$ cat src/srm_regs.svh
// Register map, field positions, reset values and timing counts
`ifndef SRM_REGS_SVH
`define SRM_REGS_SVH

// Byte addresses
`define SRM_CFG_ADDR      8'h00
`define SRM_CMD_ADDR      8'h04
`define SRM_STAT_ADDR     8'h08
`define SRM_ROUTE_ADDR    8'h0C

// Field positions
`define SRM_CMD_SRC_LSB   0
`define SRM_CMD_DST_LSB   4
`define SRM_CMD_OP_LSB    8
`define SRM_ST_IN_LSB     8
`define SRM_ST_OUT_LSB    16
`define SRM_ST_FF_LSB     24

// Reset value of the configuration register
`define SRM_CFG_RST       7'h00

// Line count limits for variant one
`define SRM_HS_IN_MAX     4
`define SRM_HS_OUT_MAX    4
`define SRM_LS_IN_MAX     2
`define SRM_LS_OUT_MAX    3

// Timing: least pulse length on a variant one line
`define SRM_CLK_NS        4
`define SRM_MIN_PULSE_NS  100000
`define SRM_MIN_PULSE_CYC ((`SRM_MIN_PULSE_NS + `SRM_CLK_NS - 1) / `SRM_CLK_NS)

// Bus responses
`define SRM_RESP_OKAY     2'h0
`define SRM_RESP_SLVERR   2'h2

`endif

$ cat src/srm_pkg.sv
// Types shared by the routing matrix
package srm_pkg;

  // Terminal codes, in order 0..15
  typedef enum logic [3:0] {
    T_LINE0, T_LINE1, T_LINE2, T_LINE3, T_LINE4, T_LINE5, T_LINE6,
    T_CLOCK_LINE, T_STAR, T_CLK10, T_TB_EXPORT, T_RESYNC,
    T_RX_EVENT, T_XCVR_EVENT, T_START, T_MTB
  } srm_term_t;

  // Hardware variant
  typedef enum logic [1:0] {SER_1, SER_2, SER_PLAIN, SER_3} srm_series_t;

  // Form factor code
  typedef enum logic [2:0] {
    FF_BOARD, FF_BACKPLANE, FF_CARD, FF_LEGACY, FF_DONGLE
  } srm_ff_t;

  // Command operations
  typedef enum logic [1:0] {
    OP_CONNECT, OP_DISCONNECT, OP_CLOSE_LAST, OP_NONE
  } srm_op_t;

  // Configuration register
  typedef struct packed {
    logic        ls_port;
    logic        port2;
    srm_ff_t     ff;
    srm_series_t series;
  } srm_cfg_t;

  // Whole state of the matrix
  typedef struct packed {
    srm_cfg_t         cfg;
    logic [15:0]      rt_valid;
    logic [15:0][3:0] rt_src;
    logic             err;
    logic [9:0]       sync1;
    logic [9:0]       sync2;
    logic [7:0]       line_val;
    logic [7:0][15:0] fcnt;
    logic [7:0]       line_out;
    logic [7:0]       line_oe_n;
    logic [2:0]       prev;
    logic             armed;
    logic             start_trigger_connector_terminal;
    logic             resync_pulse;
    logic             mtb_tick;
    logic             bvalid;
    logic [1:0]       bresp;
    logic             rvalid;
    logic [1:0]       rresp;
    logic [31:0]      rdata;
  } srm_state_t;

endpackage

$ cat src/srm_sync_route_matrix.sv
// Sync-bus routing matrix with an AXI4-Lite register slave
//
// The address map and register access over AXI4-Lite were chosen for this implementation.
`timescale 1ns/1ps
`include "srm_regs.svh"

module srm_sync_route_matrix
  import srm_pkg::*;
#(
  parameter int MIN_PULSE_CYC = `SRM_MIN_PULSE_CYC
) (
  input  wire logic        mclk,
  input  wire logic        reset_n,
  input  wire logic [7:0]  s_axi_awaddr,
  input  wire logic [2:0]  s_axi_awprot,
  input  wire logic        s_axi_awvalid,
  output logic             s_axi_awready,
  input  wire logic [31:0] s_axi_wdata,
  input  wire logic [3:0]  s_axi_wstrb,
  input  wire logic        s_axi_wvalid,
  output logic             s_axi_wready,
  output logic [1:0]       s_axi_bresp,
  output logic             s_axi_bvalid,
  input  wire logic        s_axi_bready,
  input  wire logic [7:0]  s_axi_araddr,
  input  wire logic [2:0]  s_axi_arprot,
  input  wire logic        s_axi_arvalid,
  output logic             s_axi_arready,
  output logic [31:0]      s_axi_rdata,
  output logic [1:0]       s_axi_rresp,
  output logic             s_axi_rvalid,
  input  wire logic        s_axi_rready,
  input  wire logic [7:0]  sync_bus_line_in,
  output logic [7:0]       sync_bus_line_out,
  output logic [7:0]       sync_bus_line_oe_n,
  input  wire logic        backplane_star_trigger,
  input  wire logic        backplane_10mhz_clock,
  input  wire logic        tb_export,
  input  wire logic        resync_local,
  input  wire logic        rx_event,
  input  wire logic        xcvr_event,
  input  wire logic        start_event,
  input  wire logic        comm_start,
  output logic             start_trigger,
  output logic             resync_pulse,
  output logic [1:0]       mtb_source,
  output logic             mtb_tick,
  output logic             export_1mhz
);

  srm_state_t s;             // Registered state
  srm_state_t next_s;        // Next state
  logic [15:0] tv;           // Level of every source terminal
  logic [7:0]  in_mask;      // Lines used as inputs
  logic        wr_go;        // Write address and data taken
  logic        ar_go;        // Read address taken
  logic        cmd_go;       // Command register written
  srm_op_t     cmd_op;       // Command operation
  srm_term_t   cmd_src;      // Command source
  srm_term_t   cmd_dst;      // Command destination
  logic        start_lvl;    // Routed start source level
  logic        resync_lvl;   // Routed resync source level
  logic        mtb_lvl;      // Routed timebase source level

  localparam srm_state_t RST = '{cfg: srm_cfg_t'(`SRM_CFG_RST),
                                 line_oe_n: 8'hFF, default: '0};

  // Count of set bits in a line mask
  function automatic int unsigned popcnt(input logic [7:0] m);
    int unsigned c;
    c = 0;
    for (int i = 0; i < 8; i++) begin
      c = c + int'(m[i]);
    end
    return c;
  endfunction

  // Lines referenced as sources by valid routes
  function automatic logic [7:0] inputs_of(input logic [15:0] v,
                                           input logic [15:0][3:0] r);
    logic [7:0] m;
    m = 8'h00;
    for (int d = 0; d < 16; d++) begin
      if (v[d] && !r[d][3]) begin
        m[r[d][2:0]] = 1'b1;
      end
    end
    return m;
  endfunction

  // Allowed source/destination pairs per variant and form factor
  function automatic logic pair_ok(input srm_cfg_t c, input srm_term_t sr,
                                   input srm_term_t ds);
    logic ok;
    logic ls;
    logic ld;
    logic base;
    ls = (sr <= T_LINE6);
    ld = (ds <= T_LINE6);
    base = (ls && (ds == T_RESYNC || ds == T_START)) ||
           (sr == T_RESYNC && (ld || ds == T_START)) ||
           (sr == T_START && ld);
    ok = 1'b0;
    case (c.series)
      SER_1: begin
        ok = base;
        if (c.ff == FF_BACKPLANE && (sr == T_LINE6 || ds == T_LINE6)) begin
          ok = 1'b0;
        end
      end
      SER_2: begin
        ok = base ||
             (sr == T_CLOCK_LINE && ds == T_MTB) ||
             (sr == T_CLK10 && ds == T_MTB) ||
             (sr == T_STAR && ds == T_START) ||
             (sr == T_TB_EXPORT && ds == T_CLOCK_LINE) ||
             (sr == T_RX_EVENT && (ld || ds == T_START));
        if (sr == T_XCVR_EVENT && ld && (ds[0] == c.port2)) begin
          ok = 1'b1;
        end
        if (c.ff == FF_BOARD && (sr == T_STAR || sr == T_CLK10)) begin
          ok = 1'b0;
        end
        if (c.ff == FF_CARD) begin
          if (sr == T_TB_EXPORT || sr == T_STAR || sr == T_CLK10) begin
            ok = 1'b0;
          end
          if ((sr >= T_LINE4 && sr <= T_LINE6) ||
              (ds >= T_LINE4 && ds <= T_LINE6)) begin
            ok = 1'b0;
          end
        end
      end
      SER_3: begin
        ok = (sr == T_LINE0 && ds == T_START) ||
             (sr == T_CLOCK_LINE && ds == T_MTB) ||
             (sr == T_TB_EXPORT && ds == T_CLOCK_LINE) ||
             (sr == T_START && ds == T_LINE0);
      end
      default: begin
        ok = 1'b0;
      end
    endcase
    return ok;
  endfunction

  // Source terminal levels; lines come filtered or synchronised
  assign tv = {1'b0, start_event, xcvr_event, rx_event, resync_local,
               tb_export, s.sync2[9], s.sync2[8], s.line_val};
  assign in_mask    = inputs_of(s.rt_valid, s.rt_src);
  assign start_lvl  = tv[s.rt_src[T_START]];
  assign resync_lvl = tv[s.rt_src[T_RESYNC]];
  assign mtb_lvl    = tv[s.rt_src[T_MTB]];

  // Bus handshakes: both write channels are taken together
  assign wr_go   = s_axi_awvalid && s_axi_wvalid && !s.bvalid;
  assign ar_go   = s_axi_arvalid && !s.rvalid;
  assign cmd_go  = wr_go && s_axi_awaddr == `SRM_CMD_ADDR &&
                   s_axi_wstrb[1:0] == 2'h3;
  assign cmd_op  = srm_op_t'(s_axi_wdata[`SRM_CMD_OP_LSB +: 2]);
  assign cmd_src = srm_term_t'(s_axi_wdata[`SRM_CMD_SRC_LSB +: 4]);
  assign cmd_dst = srm_term_t'(s_axi_wdata[`SRM_CMD_DST_LSB +: 4]);

  // Next-state logic
  always_comb begin
    logic [7:0]  new_in;
    logic [7:0]  new_out;
    int unsigned lim_in;
    int unsigned lim_out;
    logic        ok;
    new_in  = in_mask;
    new_out = s.rt_valid[7:0];
    lim_in  = 8;
    lim_out = 8;
    ok      = 1'b0;
    next_s  = s;

    // Two-stage synchronisers for pins
    next_s.sync1 = {backplane_10mhz_clock, backplane_star_trigger,
                    sync_bus_line_in};
    next_s.sync2 = s.sync1;

    // Variant one keeps a level only once it has lasted long enough
    for (int i = 0; i < 8; i++) begin
      if (s.cfg.series != SER_1) begin
        next_s.line_val[i] = s.sync2[i];
        next_s.fcnt[i] = 16'h0000;
      end else if (s.sync2[i] == s.line_val[i]) begin
        next_s.fcnt[i] = 16'h0000;
      end else if (s.fcnt[i] >= 16'(MIN_PULSE_CYC - 1)) begin
        next_s.line_val[i] = s.sync2[i];
        next_s.fcnt[i] = 16'h0000;
      end else begin
        next_s.fcnt[i] = s.fcnt[i] + 16'h0001;
      end
    end

    // Line drivers; unrouted lines are released
    for (int i = 0; i < 8; i++) begin
      next_s.line_out[i]  = s.rt_valid[i] && tv[s.rt_src[i]];
      next_s.line_oe_n[i] = !s.rt_valid[i];
    end

    // Start trigger: first rising edge once armed, else at start
    next_s.prev = {mtb_lvl, resync_lvl, start_lvl};
    next_s.start_trigger_connector_terminal = 1'b0;
    if (s.armed && start_lvl && !s.prev[0]) begin
      next_s.start_trigger_connector_terminal = 1'b1;
      next_s.armed = 1'b0;
    end
    if (comm_start) begin
      if (s.rt_valid[T_START]) begin
        next_s.armed = 1'b1;
      end else begin
        next_s.start_trigger_connector_terminal = 1'b1;
      end
    end

    // Resync and imported timebase edges
    next_s.resync_pulse = s.rt_valid[T_RESYNC] && resync_lvl &&
                          !s.prev[1];
    next_s.mtb_tick = s.rt_valid[T_MTB] && mtb_lvl && !s.prev[2];

    // Write channel
    if (s.bvalid && s_axi_bready) begin
      next_s.bvalid = 1'b0;
    end
    if (wr_go) begin
      next_s.bvalid = 1'b1;
      next_s.bresp  = `SRM_RESP_OKAY;
      if (s_axi_awaddr == `SRM_CFG_ADDR) begin
        if (s_axi_wstrb[0]) begin
          // New variant invalidates every route
          next_s.cfg = srm_cfg_t'(s_axi_wdata[6:0]);
          next_s.rt_valid = 16'h0000;
          next_s.armed = 1'b0;
        end
      end else if (s_axi_awaddr == `SRM_CMD_ADDR) begin
        if (cmd_go) begin
          case (cmd_op)
            OP_CONNECT: begin
              if (!cmd_src[3]) begin
                new_in[cmd_src[2:0]] = 1'b1;
              end
              if (!cmd_dst[3]) begin
                new_out[cmd_dst[2:0]] = 1'b1;
              end
              if (s.cfg.series == SER_1) begin
                lim_in  = s.cfg.ls_port ? `SRM_LS_IN_MAX : `SRM_HS_IN_MAX;
                lim_out = s.cfg.ls_port ? `SRM_LS_OUT_MAX : `SRM_HS_OUT_MAX;
              end
              ok = pair_ok(s.cfg, cmd_src, cmd_dst) &&
                   !s.rt_valid[cmd_dst] &&
                   (new_in & new_out) == 8'h00 &&
                   popcnt(new_in) <= lim_in &&
                   popcnt(new_out) <= lim_out;
              if (ok) begin
                next_s.rt_valid[cmd_dst] = 1'b1;
                next_s.rt_src[cmd_dst] = cmd_src;
              end
              next_s.err = !ok;
            end
            OP_DISCONNECT: begin
              ok = s.rt_valid[cmd_dst] && s.rt_src[cmd_dst] == cmd_src;
              if (ok) begin
                next_s.rt_valid[cmd_dst] = 1'b0;
                if (cmd_dst == T_START) begin
                  next_s.armed = 1'b0;
                end
              end
              next_s.err = !ok;
            end
            OP_CLOSE_LAST: begin
              next_s.rt_valid = 16'h0000;
              next_s.armed = 1'b0;
              next_s.err = 1'b0;
            end
            default: begin
              next_s.err = 1'b1;
            end
          endcase
        end else begin
          next_s.bresp = `SRM_RESP_SLVERR;
        end
      end else begin
        next_s.bresp = `SRM_RESP_SLVERR;
      end
    end

    // Read channel
    if (s.rvalid && s_axi_rready) begin
      next_s.rvalid = 1'b0;
    end
    if (ar_go) begin
      next_s.rvalid = 1'b1;
      next_s.rresp  = `SRM_RESP_OKAY;
      next_s.rdata  = 32'h00000000;
      if (s_axi_araddr == `SRM_CFG_ADDR) begin
        next_s.rdata[6:0] = s.cfg;
      end else if (s_axi_araddr == `SRM_CMD_ADDR) begin
        next_s.rdata = 32'h00000000;
      end else if (s_axi_araddr == `SRM_STAT_ADDR) begin
        next_s.rdata[0] = s.err;
        next_s.rdata[`SRM_ST_IN_LSB +: 8]  = in_mask;
        next_s.rdata[`SRM_ST_OUT_LSB +: 8] = s.rt_valid[7:0];
        next_s.rdata[`SRM_ST_FF_LSB +: 3]  = s.cfg.ff;
      end else if (s_axi_araddr == `SRM_ROUTE_ADDR) begin
        next_s.rdata[15:0] = s.rt_valid;
      end else begin
        next_s.rresp = `SRM_RESP_SLVERR;
      end
    end
  end

  // State register
  always_ff @(posedge mclk or negedge reset_n) begin
    if (!reset_n) begin
      s <= RST;
    end else begin
      s <= next_s;
    end
  end

  // Outputs
  assign s_axi_awready      = wr_go;
  assign s_axi_wready       = wr_go;
  assign s_axi_bvalid       = s.bvalid;
  assign s_axi_bresp        = s.bresp;
  assign s_axi_arready      = !s.rvalid;
  assign s_axi_rvalid       = s.rvalid;
  assign s_axi_rresp        = s.rresp;
  assign s_axi_rdata        = s.rdata;
  assign sync_bus_line_out  = s.line_out;
  assign sync_bus_line_oe_n = s.line_oe_n;
  assign start_trigger      = s.start_trigger_connector_terminal;
  assign resync_pulse       = s.resync_pulse;
  assign mtb_tick           = s.mtb_tick;
  assign mtb_source         = !s.rt_valid[T_MTB] ? 2'h0 :
                              (s.rt_src[T_MTB] == T_CLK10) ? 2'h2 : 2'h1;
  assign export_1mhz        = (s.cfg.series == SER_3);
endmodule

$ cat config.mk
export PLATFORM = sky130hd
export DESIGN_NAME = srm_sync_route_matrix
export DESIGN_NICKNAME = d
export VERILOG_FILES = /design/src/srm_pkg.sv /design/src/srm_sync_route_matrix.sv
export VERILOG_INCLUDE_DIRS = /design/src
export SDC_FILE = /design/constraint.sdc
export NUM_CORES = 1
export LEC_CHECK = 0
export BUFFER_PORTS_ARGS = -buffer_cell sky130_fd_sc_hd__buf_4
export CORE_ASPECT_RATIO = 1.2
export CORE_MARGIN = 5
export CORE_UTILIZATION = 55
export DETAILED_ROUTE_END_ITERATION = 6
export PLACE_DENSITY = 0.74
export SLEW_MARGIN = 0
export SYNTH_ARGS = -nofsm -noshare
export SYNTH_HDL_FRONTEND = slang
export SYNTH_SLANG_ARGS = --single-unit
$ cat constraint.sdc
create_clock -name mclk -period 14 [get_ports mclk]
set_clock_uncertainty 0.2 [all_clocks]
set_input_delay 1.4 -clock mclk [delete_from_list [all_inputs] [get_ports mclk]]
set_output_delay 1.4 -clock mclk [all_outputs]
set_load 0.02 [all_outputs]
## Word level (Yosys, flattened, before mapping)

Index checks and enable logic that the tools add are counted.

- Register bits: 305
- Latch bits: 0
- Memory bits (writable): 0
- ROM bits: 0
- Input bits: 81
- Output and inout port bits: 63
- Word-level logic and storage cells: 576
- Memories: 0

- Add/sub/neg operators: 22
- $mul: 0
- Divide/modulo/power cells: 0
- $lt $le $gt $ge: 63
- Equality and inequality tests: 47
- Shift operators: 0
- Multiplexer cells: 210
- Bitwise operators: 22
- Reductions and logical operators: 160

Operators by type and width:

| kind | count |
|---|---|
| 16-bit 2-to-1 mux | 28 |
| 32-bit 2-to-1 mux | 10 |
| 8-bit 2-to-1 mux | 29 |
| 81-bit 2-to-1 mux | 2 |
| 8-bit bitwise OR | 17 |
| 16-bit by 1-bit adder with 16-bit output (second input constant) | 8 |
| 16-bit by 15-bit greater-or-equal comparator with 1-bit output (second input constant) | 8 |
| 80-bit 2-to-1 mux | 1 |
| 1-bit 2-to-1 mux | 78 |
| 1-bit logical AND | 77 |
| 3-bit by 4-bit less-than comparator with 1-bit output (second input constant) | 18 |
| 64-bit bitwise mux | 1 |
| 8-bit by 32-bit <= comparator with 1-bit output | 2 |
| 64-bit 2-to-1 mux | 1 |
| 4-bit by 5-bit less-than comparator with 1-bit output (second input constant) | 12 |
| 1-bit demux with 3-bit select | 18 |
| 3-bit by 1-bit greater-or-equal comparator with 1-bit output (second input constant) | 18 |
| 27-bit 2-to-1 mux | 2 |
| 1-bit binary-select mux with 4-bit select | 12 |
| 16-bit case mux with 3 select lines | 1 |
| 4-bit == test (second input constant) | 11 |
| 35-bit 2-to-1 mux | 1 |
| 1-bit zero test | 32 |
| 2-bit nonzero test | 13 |
| 47 further kinds | 124 |

## Longest topological paths before layout

Gate-level depths: netlist of run 1.

- Depth after elaboration: 57
- Mapped depth: 25
- Gate-level depth less buffers: 23

## Worst setup path after synthesis of run 1

OpenSTA, ideal clock, no wires.

- Path kind: input-to-reg
- From: in s_axi_wdata[4]
- To: reg with a tool-made name
- Setup time: 0.125 ns
- Arrival time: 6.730 ns
- Data required time: 13.675 ns
- Slack: 6.945 ns
- Stages: 22
- Path buffers: 4
- Path through: buf_6 > buf_2 > buf_2 > nor2b_1 > nand2_1 > nand2_1 > fa_1 > fa_1 > fa_1 > ha_1 > fa_1 > ha_1 > nor2b_1 > o21a_1 > o21a_1 > o21a_1 > a2111oi_4 > nand4_2 > nor3_2 > buf_6 > nand3_4 > mux2_4

RTL lines:

| item | line | RTL |
|---|---|---|
| start: declaration | srm_sync_route_matrix.sv:18 | `input wire logic [31:0] s_axi_wdata,` |

==> results of run 1 <==
critical path, cell delays in order, from the launching register on:
cell and delay [ns]:
dfrtp_1 0.67, or3b_2 0.55, o32ai_1 0.56, nor2_1 0.10, nand3_1 0.24, or2_2 0.18, fa_1 0.40, fa_1 0.49
inv_1 0.05, fa_1 0.48, inv_1 0.05, ha_1 0.20, fa_1 0.38, xor2_1 0.17, ha_1 0.31, nor2b_1 0.14
o21a_1 0.16, o21ai_0 0.19, o21ai_0 0.20, a2111oi_4 0.28, nand4_2 0.24, nor3_4 0.86, nand3_1 0.44, mux2_2 0.42
cell usage after synthesis (all sizes together), types with 29 or more instances:
cell,count
inv,36
buf,78
mux4,48
o211ai,36
o22ai,47
dfrtp,290
mux2,50
nand3,72
nand2b,34
nand3b,29
nand2,170
nor2,176
xor2,66
o21ai,82
xnor2,45
clkbuf,100
power groups by stage:
stage	clock [mW]	sequential, mW	combinational, mW
after floorplan	0	0.940	0.362
after global placement	0	0.986	0.499
after detailed placement	0	0.987	0.512
after CTS	0.907	0.971	0.516
after global routing	0.942	0.976	0.571
final	0.886	0.976	0.520
cell usage in the layout, fill, tap and decap left out, types with 24 or more instances in the layout:
cell type  synthesis  routed
clkbuf_16          0      30
nand3b_1          29      29
ha_1              25      25
nand2_1          170     170
nand2b_1          34      34
nor4_1            26      26
nand4_1           24      24
buf_4             54     114
xnor2_1           45      45
inv_1             36      36
dfrtp_1          290     290
mux2i_1           27      27
nand3_1           63      63
o21ai_0           82      82
and3_1            26      26
nor2_1           176     176
mux2_2            24      24
o211ai_1          36      36
xor2_1            66      66
mux4_2            48      48
o22ai_1           47      47
final cells by class:
cell class | count | area (µm²) | area share
multi-input combinational | 1262 | 9040 | 0.472
sequential | 298 | 7470 | 0.390
timing repair buffer | 115 | 871 | 0.0455
clock buffer | 39 | 845 | 0.0441
tap | 401 | 502 | 0.0262
clock inverter | 17 | 273 | 0.0143
inverter | 36 | 135 | 0.00706
cell families (layout without fill, tap and decap cells):
family / count (synthesis) / after routing / share of synthesized area
and+or+nand+nor: 698 / 698 / 0.210
DFF: 298 / 298 / 0.427
AOI/OAI and AO/OA: 280 / 280 / 0.106
buffers and inverters: 214 / 207 / 0.0597
muxes: 125 / 125 / 0.114
xor gates and xnor gates: 111 / 111 / 0.0556
adders and majority gates: 33 / 33 / 0.0271
other: 1 / 15 / 0.000214
final timing paths:
kind	start	end	slack, ns	depth (start not counted)
min in group asynchronous	reset_n	s[70]	0.66	1
worst min-delay path	next_s[206]	s[206]	0.15	0
worst min register to register	next_s[206]	s[206]	0.15	0
max in group asynchronous	reset_n	s[167]	11.37	2
worst max register to register	s[285]	flop	5.92	23
worst max-delay path	s[285]	flop	5.92	23
per-stage QoR:
step	util	hold slack, ns	cells
global route	0.610	0.155	2168
floorplan	-	0.131	1774
CTS	0.610	0.149	2168
detailed placement	0.574	0.135	2112
finish	0.610	0.146	2168
global placement	0.574	0.135	2112
metal layers:
metal / vias up / routed length [µm] / global-route usage
met5: - / 0 / 0
met4: 0 / 2550 / 0.129
met3: 159 / 3560 / 0.0421
met2: 614 / 23000 / 0.449
met1: 6708 / 19200 / 0.347
li1: 6177 / - / -
==> results.toml, run 1 <==
[outcome]
status = "completed"

[logic_synthesis]
syn_inst = 1760
yosysTopAreaCell = "dfrtp_1"
ys_top_cells_by_area = "dfrtp_1 42%, mux4_2 6.2%, nor2_1 3.8%"
synth_enable_flop_cells = 0
syn_area_um2 = 17500
ys_ff_latch = 298
ys_warn_count = 0
synthDistinctLibCells = 70
synth_top_area_frac = 0.415
avgSynthCellArea_um2 = 9.93
synth_seq_area_share = 0.427
synthArstFlopShare = 1.00
synth_flop_cell = "dfrtp_1"

[die]
die_h_um = 205
fp.dieW_um = 173
core_area_um2 = 31400
rows = 71
start_util = 0.558
die_area_um2 = 35500
ios = 144

[clock_network]
h-tree-depth = 1
cts_tree = "yes"
root_buffer = "clkbuf_16"
clk_pin_slew_ns = 0.06
holdBufCountCts = 0
clk_latency_ns = 0.59
clock_sinks = 298
clock_path_buffers = 3
post_cts_resized = 0
cts_buffers = 30
post_cts_buffers = 0

[sta]
finalHoldViolCount = 0
period_needed_ns = 8.08
finalSetupViolCount = 0
finalCritPeriodShare = 0.577
setup_tns_ns = 0
tightest_slew_ns = 1.06
relSlewSlack = 0.296
drv_slew = 0
finalWorstSetupSlack_ns = 5.92
fmax_ghz = 0.124
rsz0062_at_grt = "no"

[placement]
place_area_um2 = 18000
gp_congestion = 0.984
hpwl_mm = 34.5
portBuffers = 106
pre_cts_slack_ns = 5.67

[power]
powerDensity_nw_per_um2 = 125
p_seq_frac = 0.410
ir_worst_vdd_mv = 0.118
p_switching_uw = 742
power_frac_comb = 0.218
sw_frac_of_total = 0.311
total_power_mw = 2.38
p_leak_nw = 8.23
clkPwrFrac = 0.372
intPower_mw = 1.64

[routing]
dr.first_iter.drc_count = 1462
vias_per_cell = 6.30
wl_per_cell_um = 22.3
wl_mm = 48.3
vias = 13700
remaining_drc_errors = 0
ant_nets = 0
drt_first_pass_iters = 6

[layout]
fillers = 2611
finalNetCount = 1857
drive_gt1_frac = 0.177
antenna_cells = 0
final_area_um2 = 19100
areaGrowthSynthToFinish_pct = 9.41

[global_route]
grt.overflow.total = 0
grt_max_degree = 114
grt_pass1_vias = 13600
antenna_found_initial = 0
grt_pass1_wl_mm = 76.6
grt_use_total = 0.269

[setup_path]
worstPathArrival_ns = 8.34
path_max_fanout = 11
start_kind = "flop"
path_class = "reg2reg"
worstSetupEndpointType = "flop"
cp.required_ns = 14.26

[run]
drv_cap = 0

[worst_hold_path]
hold_class = "reg2reg"
Power figures use the tool's default switching activity.
==> inputs of run 2 (changes only) <==
--- a/config.mk
+++ b/config.mk
@@ -11,7 +11,7 @@
 export CORE_MARGIN = 5
 export CORE_UTILIZATION = 55
 export DETAILED_ROUTE_END_ITERATION = 6
-export PLACE_DENSITY = 0.74
+export PLACE_DENSITY = 0.77
 export SLEW_MARGIN = 0
 export SYNTH_ARGS = -nofsm -noshare
 export SYNTH_HDL_FRONTEND = slang
==> constraint.sdc (replaced) <==
create_clock -name mclk -period 7.21 [get_ports mclk]
set_clock_uncertainty 0.2 [all_clocks]
set_input_delay 0.721 -clock mclk [delete_from_list [all_inputs] [get_ports mclk]]
set_output_delay 0.721 -clock mclk [all_outputs]
set_load 0.02 [all_outputs]
==> run 2 against run 1 <==
  * Sequential cell count did not move
  * Cell count grew 2.8%
  * Total power increased by 100%
  * Register-to-register slack got worse by 5.6 ns
  * Combinational power rose by 130%
  * Critical path depth grew 1
  * Die area unchanged
  * Fmax rose by 17%
  * Setup slack worse by 5.6 ns
  * Via count is 2.9% higher
  * Sequential power grew 91%
  * Highest routed layer unchanged
  * Non-clock buffer count rose by 61
==> results.toml, run 2 (same netlist as run 1, synthesis figures left out) <==
[outcome]
status = "completed"

[sta]
rsz0062_at_grt = "no"
setup_tns_ns = 0
fmax_ghz = 0.145
period_needed_ns = 6.90
finalCritPeriodShare = 0.957
finalHoldViolCount = 0
tightest_slew_ns = 1.12
finalSetupViolCount = 0
relSlewSlack = 0.251
drv_slew = 0
hold_ws_ns = 0.0348

[die]
fp.dieW_um = 173
start_util = 0.558
rows = 71
core_area_um2 = 31400
die_h_um = 205
ios = 144
die_area_um2 = 35500

[routing]
ant_nets = 0
vias_per_cell = 6.31
wl_per_cell_um = 23.1
vias = 14100
dr.first_iter.drc_count = 1150
remaining_drc_errors = 0
wl_mm = 51.5
drt_first_pass_iters = 5

[layout]
areaGrowthSynthToFinish_pct = 12.3
final_cell_mix = "290 x dfrtp_1, 176 x nor2_1, 172 x buf_4"
final_common_cell = "dfrtp_1"
fillers = 2552
finalNetCount = 1918
antenna_cells = 0
post-route-util = 0.626
drive_gt1_frac = 0.205
final_cells = 2229

[worst_hold_path]
hold_class = "in2async"

[clock_network]
clock_path_buffers = 3
holdBufCountCts = 0
cts_buffers = 30
root_buffer = "clkbuf_16"
clk_latency_ns = 0.58
h-tree-depth = 1
cts_tree = "yes"
clk_pin_slew_ns = 0.06
clock_sinks = 298

[placement]
hpwl_mm = 37.2
portBuffers = 106
gp_congestion = 1.02
dp.cells = 2173

[global_route]
grt_pass1_vias = 14000
grt_use_total = 0.285
grt_pass1_wl_mm = 80.7
antenna_found_initial = 0
grt_max_degree = 169
grt.overflow.total = 0

[setup_path]
start_kind = "flop"
path_max_fanout = 11
worstSetupEndpointType = "flop"
r2r_cells = 24
path_class = "reg2reg"
cp.required_ns = 7.47
worstPathArrival_ns = 7.16

[power]
p_switching_mw = 1.48
p_leak_nw = 8.55
power_frac_comb = 0.245
clkPwrFrac = 0.365
sw_frac_of_total = 0.311
total_power_mw = 4.77
p_seq_frac = 0.389
intPower_mw = 3.28
powerDensity_nw_per_um2 = 243
ir_worst_vdd_mv = 0.229

[run]
drv_cap = 0
run 2: cell count changes in the layout (fill, tap and decap cells not counted), moves of 3 or more:
cell,change
clkinv_2,-4
buf_4,+58
buf_12,+3
clkbuf_1,+3
run 2: area by class of cell:
| cell class | instances | area, µm² | area share |
|---|---|---|---|
| clock buffers | 43 | 870 | 0.0443 |
| well taps | 401 | 502 | 0.0255 |
| clock inverters | 13 | 249 | 0.0127 |
| repair buffers | 176 | 1370 | 0.0696 |
| flip-flops and latches | 298 | 7470 | 0.380 |
| inverters | 36 | 135 | 0.00688 |
| multi-input cells | 1262 | 9050 | 0.461 |
run 2: worst max-delay path, cell delays in order (launching register included):
cell	delay (ns)
dfrtp_1	0.47
or3b_2	0.29
o22ai_1	0.09
or3_1	0.33
or4_4	0.48
or2_2	0.33
fa_1	0.45
fa_1	0.49
inv_1	0.05
fa_1	0.47
inv_1	0.04
ha_1	0.20
fa_1	0.38
xor2_1	0.15
ha_1	0.30
nor2b_1	0.14
o21a_1	0.15
o21ai_0	0.13
o21ai_0	0.17
a2111oi_4	0.27
nand4_2	0.20
nor3_4	0.24
buf_12	0.20
nand3_2	0.18
mux2_2	0.39
run 2: power by group through the flow:
| stage | combinational, mW | clock (mW) | sequential (mW) |
|---|---|---|---|
| after detailed placement | 1.15 | 0 | 1.88 |
| after CTS | 1.15 | 1.77 | 1.85 |
| after global placement | 1.13 | 0 | 1.88 |
| after global routing | 1.26 | 1.85 | 1.86 |
| final | 1.17 | 1.74 | 1.86 |
| after floorplan | 0.703 | 0 | 1.83 |
run 2: final timing paths:
kind                                       startpoint     endpoint  slack, ns
min in group mclk               backplane_10mhz_clock  next_s[206]       0.05
max in group asynchronous                     reset_n       s[162]       5.27
worst min register to register            next_s[200]       s[200]       0.15
worst min-delay path                          reset_n        s[73]       0.03
worst max-delay path                           s[294]         flop       0.31
worst max register to register                 s[294]         flop       0.31
run 2: per-layer routing:
layer | track usage | wire (µm) | up-vias
met1 | 0.363 | 20000 | 6901
met4 | 0.137 | 3030 | 0
met3 | 0.0507 | 4050 | 180
met5 | 0 | 0 | -
met2 | 0.476 | 24400 | 687
li1 | - | - | 6290
run 2: through the flow:
stage                     area [µm²]  setup slack (ns)
after detailed placement       18500             0.190
after global routing           19600            0.0331
after CTS                      19600             0.181
final                          19600             0.311
after floorplan                17500             0.834
after global placement         18500             0.211
run 2: timing repair:
item / in CTS / in global routing
buffers inserted: 0 / 0
hold endpoints to repair: 0 / 0
setup endpoints to repair: 0 / 17
resized for setup: 0 / 3
